### config.mk
export PLATFORM = sky130hd
export DESIGN_NAME = css_sequencer
export DESIGN_NICKNAME = d
export VERILOG_FILES = /design/src/css_pkg.sv /design/src/css_sequencer.sv
export SDC_FILE = /design/constraint.sdc
export NUM_CORES = 1
export LEC_CHECK = 0
export BUFFER_PORTS_ARGS = -buffer_cell sky130_fd_sc_hd__buf_2
export CAP_MARGIN = 20
export CORE_ASPECT_RATIO = 0.5
export CORE_MARGIN = 4
export CORE_UTILIZATION = 35
export CTS_CLUSTER_DIAMETER = 80
export DETAILED_ROUTE_END_ITERATION = 10
export SETUP_SLACK_MARGIN = 0.15
export SLEW_MARGIN = 20
export SYNTH_ARGS = -nofsm -noshare
export SYNTH_HDL_FRONTEND = slang
export SYNTH_SLANG_ARGS = --single-unit
### constraint.sdc
create_clock -name i_sys_clk -period 3 [get_ports i_sys_clk]
set_clock_uncertainty 0.2 [all_clocks]
set_input_delay 0 -clock i_sys_clk [delete_from_list [all_inputs] [get_ports i_sys_clk]]
set_output_delay 0 -clock i_sys_clk [all_outputs]
set_load 0.01 [all_outputs]
### src/css_pkg.sv
package css_pkg;
   // screen geometry
   localparam logic [6:0] LAST_COL = 7'h49;
   localparam logic [4:0] LAST_ROW = 5'h1A;
   localparam logic [6:0] COL_ZERO = 7'h00;
   localparam logic [4:0] ROW_ZERO = 5'h00;
   // character codes held in the core
   localparam logic [7:0] EOT_CODE = 8'hC0;
   localparam logic [7:0] CR_CODE = 8'h0D;
   localparam int FG_BIT = 7;
   // master timing phase that clocks the read/restore command latch
   localparam logic [2:0] PHASE_RR = 3'h6;
   localparam logic [2:0] PHASE_LAST = 3'h7;
   // routine selection
   typedef enum logic [1:0] {
      CSS_RT_TAB = 2'h0,
      CSS_RT_PRINT = 2'h1,
      CSS_RT_RECORD = 2'h2
   } css_routine_type;
   // sequence steps, one-hot
   typedef enum logic [7:0] {
      CSS_IDLE = 8'h01,
      CSS_S1 = 8'h02,
      CSS_S2 = 8'h04,
      CSS_S3 = 8'h08,
      CSS_S4 = 8'h10,
      CSS_S5 = 8'h20,
      CSS_S6 = 8'h40,
      CSS_S7 = 8'h80
   } css_step_type;
endpackage

### src/css_sequencer.sv
// Notes on behaviour
// - tab step one sets refresh suspend latch, then goes to step two.
// - tab step two reads the cursor cell to learn its foreground flag.
// - foreground and not last cell: advance one column, read again in step two.
// - tab at column 73 row 26 without entry condition stops there.
// - background away from last cell starts background search: read, step five, six.
// - background away from last cell: step seven advances column, loops to four.
// - foreground or last cell ends tab; cursor is the tab stop.
// - print starts on print key with shift or on a remote print request; enters print operation.
// - print step one suspends refresh, goes to step two, clears terminator latch.
// - print steps two and three write terminator ahead and at the cursor.
// - print step four at home requests readout; else step five backs and reads.
// - print step six manages double terminator latch and loops or proceeds.
// - print step seven: latch set repeats and advances; clear moves down, starts readout.
// - record latch sets only with record mode, continuous term and return key.
// - record aborts on background cell, writes return on foreground cell.
// - record step four at home requests readout; else back one and read.
// - record step six loops unless a carriage return was read.
// - record step seven starts readout, moves down to column zero, halts.
// - remote entry runs the same routine as the keyboard would.
// - remote routine's first step clears the remote entry request latch.
// - cursor address, home and intensity commands bypass the sequencer.
// - read/restore is issued when the command latch is clocked at phase six.
// - column increment past 73 carries into the row counter.
`timescale 1ns/10ps
`default_nettype none
module css_sequencer (
   input wire logic i_sys_clk,
   input wire logic i_rstn,
   input wire logic [2:0] i_phase,
   input wire logic i_tab_key,
   input wire logic i_print_key,
   input wire logic i_shift_key,
   input wire logic i_keyboard_return_key,
   input wire logic i_record_mode,
   input wire logic i_continuous_mode_n,
   input wire logic i_alnum_entry,
   input wire logic i_remote_entry,
   input wire logic [1:0] i_remote_routine,
   input wire logic i_remote_address_cursor,
   input wire logic i_remote_home,
   input wire logic i_remote_intensity_bg,
   input wire logic i_remote_intensity_fg,
   input wire logic [6:0] i_remote_col,
   input wire logic [4:0] i_remote_row,
   input wire logic i_mem_done,
   input wire logic [7:0] i_mem_rdata,
   output logic o_busy,
   output logic o_print_mode,
   output logic o_refresh_suspend,
   output logic o_remote_entry_clear,
   output logic o_mem_read,
   output logic o_mem_write,
   output logic [7:0] o_mem_wdata,
   output logic [6:0] o_cursor_col,
   output logic [4:0] o_cursor_row,
   output logic o_start_transmit_readout,
   output logic o_background_intensity,
   output logic o_double_terminator_latch,
   output logic o_keyboard_record_latch
);

   // ----------------------------------------
   // cursor arithmetic
   // ----------------------------------------
   function automatic logic [11:0] step_fwd(input logic [6:0] c, input logic [4:0] r);
      if (c == css_pkg::LAST_COL) begin
         step_fwd = {css_pkg::COL_ZERO, r + 5'h01};
      end else begin
         step_fwd = {c + 7'h01, r};
      end
   endfunction

   function automatic logic [11:0] step_back(input logic [6:0] c, input logic [4:0] r);
      if (c == css_pkg::COL_ZERO) begin
         step_back = {css_pkg::LAST_COL, r - 5'h01};
      end else begin
         step_back = {c - 7'h01, r};
      end
   endfunction

   // ----------------------------------------
   // state
   // ----------------------------------------
   css_pkg::css_step_type step_q, step_d;
   css_pkg::css_routine_type rt_q, rt_d;
   logic remote_q, remote_d;
   logic wait_q, wait_d;
   logic rr_pend_q, rr_pend_d;
   logic [7:0] rdata_q, rdata_d;
   logic busy_q, busy_d;
   logic print_mode_q, print_mode_d;
   logic susp_q, susp_d;
   logic rclr_q, rclr_d;
   logic rd_q, rd_d;
   logic wr_q, wr_d;
   logic [7:0] wdata_q, wdata_d;
   logic [6:0] col_q, col_d;
   logic [4:0] row_q, row_d;
   logic start_q, start_d;
   logic bgi_q, bgi_d;
   logic dtl_q, dtl_d;
   logic krl_q, krl_d;

   logic at_last, at_home, is_fg, is_eot, is_cr;
   logic [11:0] fwd, back;

   always_comb begin
      at_last = (col_q == css_pkg::LAST_COL) && (row_q == css_pkg::LAST_ROW);
      at_home = (col_q == css_pkg::COL_ZERO) && (row_q == css_pkg::ROW_ZERO);
      is_fg = rdata_q[css_pkg::FG_BIT];
      is_eot = (rdata_q == css_pkg::EOT_CODE);
      is_cr = (rdata_q[6:0] == css_pkg::CR_CODE[6:0]);
      fwd = step_fwd(col_q, row_q);
      back = step_back(col_q, row_q);
   end

   // ----------------------------------------
   // sequencer
   // ----------------------------------------
   // memory requests are single pulses; the step then waits for i_mem_done
   // before sampling data, so memory latency never corrupts a decision.
   always_comb begin
      step_d = step_q;
      rt_d = rt_q;
      remote_d = remote_q;
      wait_d = wait_q;
      rr_pend_d = rr_pend_q;
      rdata_d = rdata_q;
      print_mode_d = print_mode_q;
      susp_d = susp_q;
      rclr_d = 1'b0;
      rd_d = 1'b0;
      wr_d = 1'b0;
      wdata_d = wdata_q;
      col_d = col_q;
      row_d = row_q;
      start_d = 1'b0;
      bgi_d = bgi_q;
      dtl_d = dtl_q;
      krl_d = krl_q;

      // remote commands handled directly, sequencer untouched
      if (step_q == css_pkg::CSS_IDLE) begin
         if (i_remote_address_cursor) begin
            col_d = i_remote_col;
            row_d = i_remote_row;
         end else if (i_remote_home) begin
            col_d = css_pkg::COL_ZERO;
            row_d = css_pkg::ROW_ZERO;
         end else if (i_remote_intensity_bg) begin
            bgi_d = 1'b1;
         end else if (i_remote_intensity_fg) begin
            bgi_d = 1'b0;
         end
      end

      // read/restore latch fires on the t0.6 phase
      if (rr_pend_q && i_phase == css_pkg::PHASE_RR) begin
         rd_d = 1'b1;
         rr_pend_d = 1'b0;
      end
      if (wait_q && i_mem_done) begin
         wait_d = 1'b0;
         rdata_d = i_mem_rdata;
      end

      if (!wait_q && !rr_pend_q && !rd_q && !wr_q) begin
         case (step_q)
            css_pkg::CSS_IDLE: begin
               susp_d = 1'b0;
               if (i_remote_entry) begin
                  rt_d = css_pkg::css_routine_type'(i_remote_routine);
                  remote_d = 1'b1;
                  step_d = css_pkg::CSS_S1;
               end else if (i_print_key && i_shift_key) begin
                  rt_d = css_pkg::CSS_RT_PRINT;
                  remote_d = 1'b0;
                  step_d = css_pkg::CSS_S1;
               end else if (i_tab_key) begin
                  rt_d = css_pkg::CSS_RT_TAB;
                  remote_d = 1'b0;
                  step_d = css_pkg::CSS_S1;
               end else if (i_keyboard_return_key && i_record_mode) begin
                  rt_d = css_pkg::CSS_RT_RECORD;
                  remote_d = 1'b0;
                  step_d = css_pkg::CSS_S1;
               end
            end
            css_pkg::CSS_S1: begin
               if (remote_q) begin
                  rclr_d = 1'b1;
               end
               step_d = css_pkg::CSS_S2;
               case (rt_q)
                  css_pkg::CSS_RT_PRINT: begin
                     susp_d = 1'b1;
                     dtl_d = 1'b0;
                     print_mode_d = 1'b1;
                     wdata_d = css_pkg::EOT_CODE;
                  end
                  css_pkg::CSS_RT_RECORD: begin
                     if (i_record_mode && !i_continuous_mode_n && i_keyboard_return_key) begin
                        krl_d = 1'b1;
                        susp_d = 1'b1;
                     end else begin
                        step_d = css_pkg::CSS_IDLE;
                     end
                  end
                  default: begin
                     susp_d = 1'b1;
                  end
               endcase
            end
            css_pkg::CSS_S2: begin
               if (rt_q == css_pkg::CSS_RT_PRINT) begin
                  {col_d, row_d} = fwd;
                  wr_d = 1'b1;
               end else begin
                  rr_pend_d = 1'b1;
                  wait_d = 1'b1;
               end
               step_d = css_pkg::CSS_S3;
            end
            css_pkg::CSS_S3: begin
               step_d = css_pkg::CSS_S4;
               case (rt_q)
                  css_pkg::CSS_RT_PRINT: begin
                     {col_d, row_d} = back;
                     wr_d = 1'b1;
                  end
                  css_pkg::CSS_RT_RECORD: begin
                     if (!is_fg) begin
                        step_d = css_pkg::CSS_IDLE;
                     end else begin
                        wdata_d = css_pkg::CR_CODE;
                        wr_d = 1'b1;
                     end
                  end
                  default: begin
                     if (is_fg && !at_last) begin
                        {col_d, row_d} = fwd;
                        step_d = css_pkg::CSS_S2;
                     end else if (at_last && !i_alnum_entry) begin
                        step_d = css_pkg::CSS_IDLE;
                     end else if (at_last) begin
                        {col_d, row_d} = fwd;
                        step_d = css_pkg::CSS_IDLE;
                     end
                  end
               endcase
            end
            css_pkg::CSS_S4: begin
               if (rt_q == css_pkg::CSS_RT_TAB) begin
                  rr_pend_d = 1'b1;
                  wait_d = 1'b1;
                  step_d = css_pkg::CSS_S5;
               end else if (at_home) begin
                  start_d = 1'b1;
                  step_d = css_pkg::CSS_IDLE;
               end else begin
                  step_d = css_pkg::CSS_S5;
               end
            end
            css_pkg::CSS_S5: begin
               if (rt_q != css_pkg::CSS_RT_TAB) begin
                  {col_d, row_d} = back;
                  rr_pend_d = 1'b1;
                  wait_d = 1'b1;
               end
               step_d = css_pkg::CSS_S6;
            end
            css_pkg::CSS_S6: begin
               case (rt_q)
                  css_pkg::CSS_RT_PRINT: begin
                     if (!is_eot) begin
                        dtl_d = 1'b0;
                        step_d = css_pkg::CSS_S4;
                     end else if (!dtl_q) begin
                        dtl_d = 1'b1;
                        step_d = css_pkg::CSS_S4;
                     end else begin
                        step_d = css_pkg::CSS_S7;
                     end
                  end
                  css_pkg::CSS_RT_RECORD: begin
                     step_d = is_cr ? css_pkg::CSS_S7 : css_pkg::CSS_S4;
                  end
                  default: begin
                     step_d = (is_fg || at_last) ? css_pkg::CSS_IDLE : css_pkg::CSS_S7;
                  end
               endcase
            end
            css_pkg::CSS_S7: begin
               step_d = css_pkg::CSS_IDLE;
               if (rt_q == css_pkg::CSS_RT_TAB) begin
                  {col_d, row_d} = fwd;
                  step_d = css_pkg::CSS_S4;
               end else if (rt_q == css_pkg::CSS_RT_PRINT && dtl_q) begin
                  dtl_d = 1'b0;
                  {col_d, row_d} = fwd;
                  step_d = css_pkg::CSS_S7;
               end else begin
                  col_d = css_pkg::COL_ZERO;
                  row_d = row_q + 5'h01;
                  start_d = 1'b1;
               end
            end
            default: begin
               step_d = css_pkg::CSS_IDLE;
            end
         endcase
         if (step_d == css_pkg::CSS_IDLE && step_q != css_pkg::CSS_IDLE) begin
            susp_d = 1'b0;
            krl_d = 1'b0;
            print_mode_d = 1'b0;
         end
      end
   end

   always_comb begin
      busy_d = (step_d != css_pkg::CSS_IDLE);
   end

   always_ff @(posedge i_sys_clk or negedge i_rstn) begin
      if (!i_rstn) begin
         step_q <= css_pkg::CSS_IDLE;
         rt_q <= css_pkg::CSS_RT_TAB;
         remote_q <= 1'b0;
         wait_q <= 1'b0;
         rr_pend_q <= 1'b0;
         rdata_q <= 8'h00;
         busy_q <= 1'b0;
         print_mode_q <= 1'b0;
         susp_q <= 1'b0;
         rclr_q <= 1'b0;
         rd_q <= 1'b0;
         wr_q <= 1'b0;
         wdata_q <= 8'h00;
         col_q <= 7'h00;
         row_q <= 5'h00;
         start_q <= 1'b0;
         bgi_q <= 1'b0;
         dtl_q <= 1'b0;
         krl_q <= 1'b0;
      end else begin
         step_q <= step_d;
         rt_q <= rt_d;
         remote_q <= remote_d;
         wait_q <= wait_d;
         rr_pend_q <= rr_pend_d;
         rdata_q <= rdata_d;
         busy_q <= busy_d;
         print_mode_q <= print_mode_d;
         susp_q <= susp_d;
         rclr_q <= rclr_d;
         rd_q <= rd_d;
         wr_q <= wr_d;
         wdata_q <= wdata_d;
         col_q <= col_d;
         row_q <= row_d;
         start_q <= start_d;
         bgi_q <= bgi_d;
         dtl_q <= dtl_d;
         krl_q <= krl_d;
      end
   end

   always_comb begin
      o_busy = busy_q;
      o_print_mode = print_mode_q;
      o_refresh_suspend = susp_q;
      o_remote_entry_clear = rclr_q;
      o_mem_read = rd_q;
      o_mem_write = wr_q;
      o_mem_wdata = wdata_q;
      o_cursor_col = col_q;
      o_cursor_row = row_q;
      o_start_transmit_readout = start_q;
      o_background_intensity = bgi_q;
      o_double_terminator_latch = dtl_q;
      o_keyboard_record_latch = krl_q;
   end
endmodule
`default_nettype wire

# == Word-level counts from Yosys, hierarchy flattened ==
# Index checks and enable logic that the tools add are counted.
# op_classes
add_sub_neg,4
eq_ne,25
mux,108
bitwise,2
reduce_logical,43
# op_table
operator,count
2-to-1 mux 8 bit,15
2-to-1 mux 7 bit,11
2-to-1 mux 5 bit,15
case mux 8 bit (8 select lines),1
2-to-1 mux 1 bit,42
case mux 8 bit (2 select lines),2
case mux 7 bit (4 select lines),1
2-to-1 mux 12 bit,2
case mux 5 bit (2 select lines),2
case mux 5 bit (4 select lines),1
equality test 8 x 1 -> 1 bit (second input constant),2
equality test 8 bit (second input constant),2
inequality test 8 x 1 -> 1 bit (second input constant),2
logical AND 1 bit,15
case mux 7 bit (2 select lines),1
nonzero test 2 bit,7
2-to-1 mux 6 bit,2
inequality test 2 bit (second input constant),6
case mux 1 bit (3 select lines),3
AND reduction 3 bit,3
equality test 8 x 2 -> 1 bit (second input constant),1
equality test 8 x 3 -> 1 bit (second input constant),1
equality test 8 x 4 -> 1 bit (second input constant),1
equality test 8 x 5 -> 1 bit (second input constant),1
27 further kinds,43
# totals
reg_bits,51
input_bits,40
output_inout_bits,30
word_cells,201

# == Depth between registers and ports, before layout ==
# logic_depth
ltp_word,12
ltp_mapped,9
ltp_nobuf,8

# == Worst setup path after synthesis ==
# No wires, ideal clock.
# synth_path
kind,register to register
start,register step_q[4]
end,register krl_q (netlist: o_keyboard_record_latch)
setup_time_ps,131
arrival_ps,2092
t_required_ps,2669
slack_ps,577
path_stages_with_launch,8
n_path_buf,1
period_less_slack_ps,2423
cell_sequence,dfrtp_1 or4_1 buf_2 or3_4 o221ai_2 a2111oi_2 a2111oi_4 nor2_1
# synth_between
elab_chain_cells,10
word_cells_on_any_way,22
classes_between,10 x eq/ne; 7 x mux; 5 x reduce/logical
# synth_rtl
item,line_no,source
"start, declared",css_sequencer.sv:85,"css_pkg::css_step_type step_q, step_d;"
"start signal, assigned",css_sequencer.sv:327,step_q <= css_pkg::CSS_IDLE;
"start signal, assigned",css_sequencer.sv:347,step_q <= step_d;
2-to-1 mux 8 bit,css_sequencer.sv:184,end else if (i_keyboard_return_key && i_record_mode) begin
2-to-1 mux 8 bit,css_sequencer.sv:180,end else if (i_tab_key) begin
2-to-1 mux 8 bit,css_sequencer.sv:176,end else if (i_print_key && i_shift_key) begin
2-to-1 mux 8 bit,css_sequencer.sv:172,if (i_remote_entry) begin
case mux 8 bit (8 select lines),css_sequencer.sv:169,case (step_q)
2-to-1 mux 8 bit,css_sequencer.sv:168,if (!wait_q && !rr_pend_q && !rd_q && !wr_q) begin
equality test 8 x 1 -> 1 bit,css_sequencer.sv:313,if (step_d == css_pkg::CSS_IDLE && step_q != css_pkg::CSS_IDLE) begin
logical AND 1 bit,css_sequencer.sv:313,
nonzero test 2 bit (no line),-,
AND reduction 4 bit (no line),-,
"end signal, assigned",css_sequencer.sv:365,krl_q <= krl_d;
"end, declared",css_sequencer.sv:103,"logic krl_q, krl_d;"
# Parallel ways exist; a longest one is shown, timed or not. The select of a mux whose other input is x is not followed.
# A chain may end at the register's enable or synchronous reset.

# == Worst setup path after layout ==
# layout_path
start,register step_q[5]
end,register krl_q (netlist: o_keyboard_record_latch)
# Same word-level chain as after synthesis.

==> flow_summary.yaml <==
floorplanning:
  die_w_um: 144
  fp.coreArea_sq_um: 8860
  die_area_sq_um: 11000
  row_count: 24
  ioPinCount: 70
  start_util: 0.367
  die_h_um: 76.1
power:
  power_density_nw_per_um2: 822
  peakVddDrop_v: 0.000284
  total_leakage_power_nw: 1.93
  power_mw: 3.53
worst_setup_path:
  path_cells: "or4_1, or3_4, o221ai_2, a2111oi_2, a2111oi_4, nor2_1"
  cp_slowest_stage_delay_ns: 0.68
  timing.rr.start: "step_q[5]$_DFF_PN0_"
  cp.arrival_ns: 2.69
  worst_setup_path_end_kind: "register"
  crit_slowest_cell: "or4_1"
  critPathMaxFanout: 7
  critPathRequiredTime_ns: 2.97
  crit_type: "reg2reg"
  start_kind: "register"
  cp-startpoint: "step_q[5]$_DFF_PN0_"
synthesis:
  synth_ff_type: "dfrtp_1"
  synthTopCellsByArea: "dfrtp_1 (34%), ha_1 (4.2%), mux2_2 (3.8%), nand2_1 (3.6%), nor2_1 (3.5%)"
  avgSynthCellArea_sq_um: 8.95
  netlist_instances: 363
  syn_area_sq_um: 3250
  synth_edf_count: 0
  synth_warnings: 0
  ys_ff_latch: 45
  synth_area_leader_cell: "dfrtp_1"
  seq_area_frac_synth: 0.347
  yosys.cell_types.count: 74
  async_flop_share: 1.00
  yosysTopAreaCellShare: 0.339
grt:
  grt_pass1_vias: 3296
  antenna_found_initial: 0
  grt_pass1_wl_um: 16500
  grt_usage: 0.188
  grt_max_degree: 46
  overflow: 0
finish:
  diodes: 0
  drive_above_1_share: 0.261
  areaGrowthSynthToFinish_pct: 32.2
  fin_cells: 589
  fillCellCount: 874
  final_nets: 522
hold_path:
  hold_path.class: "in2async"
detailed_routing:
  final_antenna_net_count: 0
  drc: 0
  drt-wirelength-per-cell_um: 17.1
  wirelength_um: 10000
  vias: 3245
  drtIter0Drc: 252
  first_pass_iters: 4
  viasPerCell: 5.51
clock_tree:
  root_buffer: "clkbuf_16"
  h-tree-depth: 2
  numCtsBuffers: 5
  insertion_delay_ns: 0.30
  clkTransAtPathRegs_ns: 0.07
  clock_path_buffers: 2
  cts.sinks: 45
  tritoncts: "yes"
placed_design:
  dpl.hpwl_um: 7260
  gp_congestion: 0.914
  portBuffers: 66
  dp_cells: 543
timing:
  setup_tns_ns: 0
  max_freq_mhz: 368
  finalSetupViolCount: 0
  rsz0062_at_grt: "no"
  worst_pin_slew_ns: 0.807
  slew_viol_final: 0
  post-route-min-period_ns: 2.72
  finalHoldViolCount: 0
  min_period_over_period: 0.905
  relSlewSlack: 0.456
  fin_hold_ws_ns: 0.0509
flow_run:
  drv_cap: 0
run_status:
  status: "completed"
worst paths after layout:
| kind | endpoint | slack [ns] | depth (start not counted) |
|---|---|---|---|
| worst max-delay path | o_keyboard_record_latch$_DFFE_PN0P_ | 0.28 | 6 |
| worst min-delay path | o_cursor_col[5]$_DFF_PN0_ | 0.05 | 2 |
| worst max register to register | o_keyboard_record_latch$_DFFE_PN0P_ | 0.28 | 6 |
| worst min register to register | o_background_intensity$_DFFE_PN0P_ | 0.26 | 2 |
| max in group asynchronous | step_q[1]$_DFF_PN0_ | 2.15 | 2 |
| min in group i_sys_clk | step_q[1]$_DFF_PN0_ | 0.06 | 4 |
through the flow:
stage          setup WS, ns   util  instance area [sq um]
2_1_floorplan         0.577      -                   3260
3_3_place_gp          0.290  0.424                   3760
3_5_place_dp          0.273  0.424                   3760
4_1_cts               0.237  0.482                   4270
5_1_grt               0.145  0.485                   4300
6_report              0.284  0.485                   4300
critical path: cells and delay by family (launching register included):
| kind | cells | cell delay, ns |
|---|---|---|
| compound gates | 3 | 0.66 |
| simple gates | 3 | 1.26 |
| flops | 1 | 0.46 |
flip-flops by register name (all words and copies together) (netlist names), 2 cells and up:
name / cells
rt_q: 2
o_cursor_col: 7
o_cursor_row: 5
o_mem_wdata: 2
rdata_q: 8
step_q: 8
report_power, final:
part	leakage, nW	internal [mW]	switching [mW]
combinational	1.28	0.823	1.08
sequential	0.578	0.814	0.260
clock	0.0696	0.306	0.247
cell usage in the layout, fill, tap and decap left out, types with 14 or more instances in the layout:
cell type / count
nor2_1: 29
dlygate4sd3_1: 37
nand3_1: 14
a21oi_1: 17
nand2_1: 31
buf_4: 19
dfrtp_1: 44
o21ai_0: 18
a22oi_1: 14
buf_2: 65
cells in the mapped netlist (2+ instances only):
| cell | number |
|---|---|
| o221ai_1 | 2 |
| a22oi_1 | 14 |
| nor2_1 | 30 |
| mux2i_1 | 3 |
| and4b_1 | 3 |
| a221oi_1 | 3 |
| and2_1 | 6 |
| and4_1 | 3 |
| a211oi_1 | 5 |
| ha_1 | 11 |
| o21ai_0 | 18 |
| inv_1 | 11 |
| nor4_2 | 3 |
| nor3b_1 | 4 |
| a31oi_1 | 7 |
| buf_2 | 4 |
| o22ai_1 | 4 |
| nor4b_1 | 3 |
| xor2_1 | 3 |
| nor2b_1 | 7 |
| a22o_1 | 4 |
| or4_1 | 4 |
| xnor2_1 | 3 |
| o32ai_1 | 5 |
| nor4_1 | 2 |
| o221a_2 | 3 |
| and3_1 | 7 |
| clkbuf_1 | 12 |
| buf_4 | 6 |
| nand2_1 | 31 |
| dfrtp_1 | 44 |
| mux2_2 | 11 |
| a21oi_1 | 17 |
| nand4_1 | 6 |
| nor3_1 | 10 |
| nand3_1 | 14 |
| nand2b_1 | 2 |
| a311o_1 | 2 |
logic make-up (layout without fill, tap and decap cells):
family | count (synthesis) | in the layout | synth area share
simple gates | 148 | 148 | 0.259
flops | 45 | 45 | 0.347
mux | 14 | 14 | 0.0473
buf+inv | 33 | 140 | 0.0466
fa+ha+maj | 11 | 11 | 0.0423
compound gates | 105 | 105 | 0.240
xor+xnor | 6 | 6 | 0.0162
other cells | 1 | 3 | 0.00115
routing by layer:
metal  global-route usage  vias up  wire, um
met2                0.285       96      4480
met4               0.0680        0       196
met5                    0        -         0
met1                0.261     1534      4760
li1                     -     1599         -
met3               0.0433       16       615
final cells by class:
type	instances	area, sq um	area share
clock buffers	5	125	0.0291
clock inverters	3	17.5	0.00408
inverters	11	41.3	0.00961
multi-input cells	287	2000	0.466
flip-flops and latches	45	1130	0.262
well taps	117	146	0.0341
repair buffers	121	838	0.195
repair_timing:
action	in CTS	in global routing
endpoints found under the hold margin	72	0
resized for setup	0	3
hold buffers	37	0
endpoints found under the setup margin	0	11
buffers inserted	0	1
Note: power is estimated with default switching activity, not from simulation.
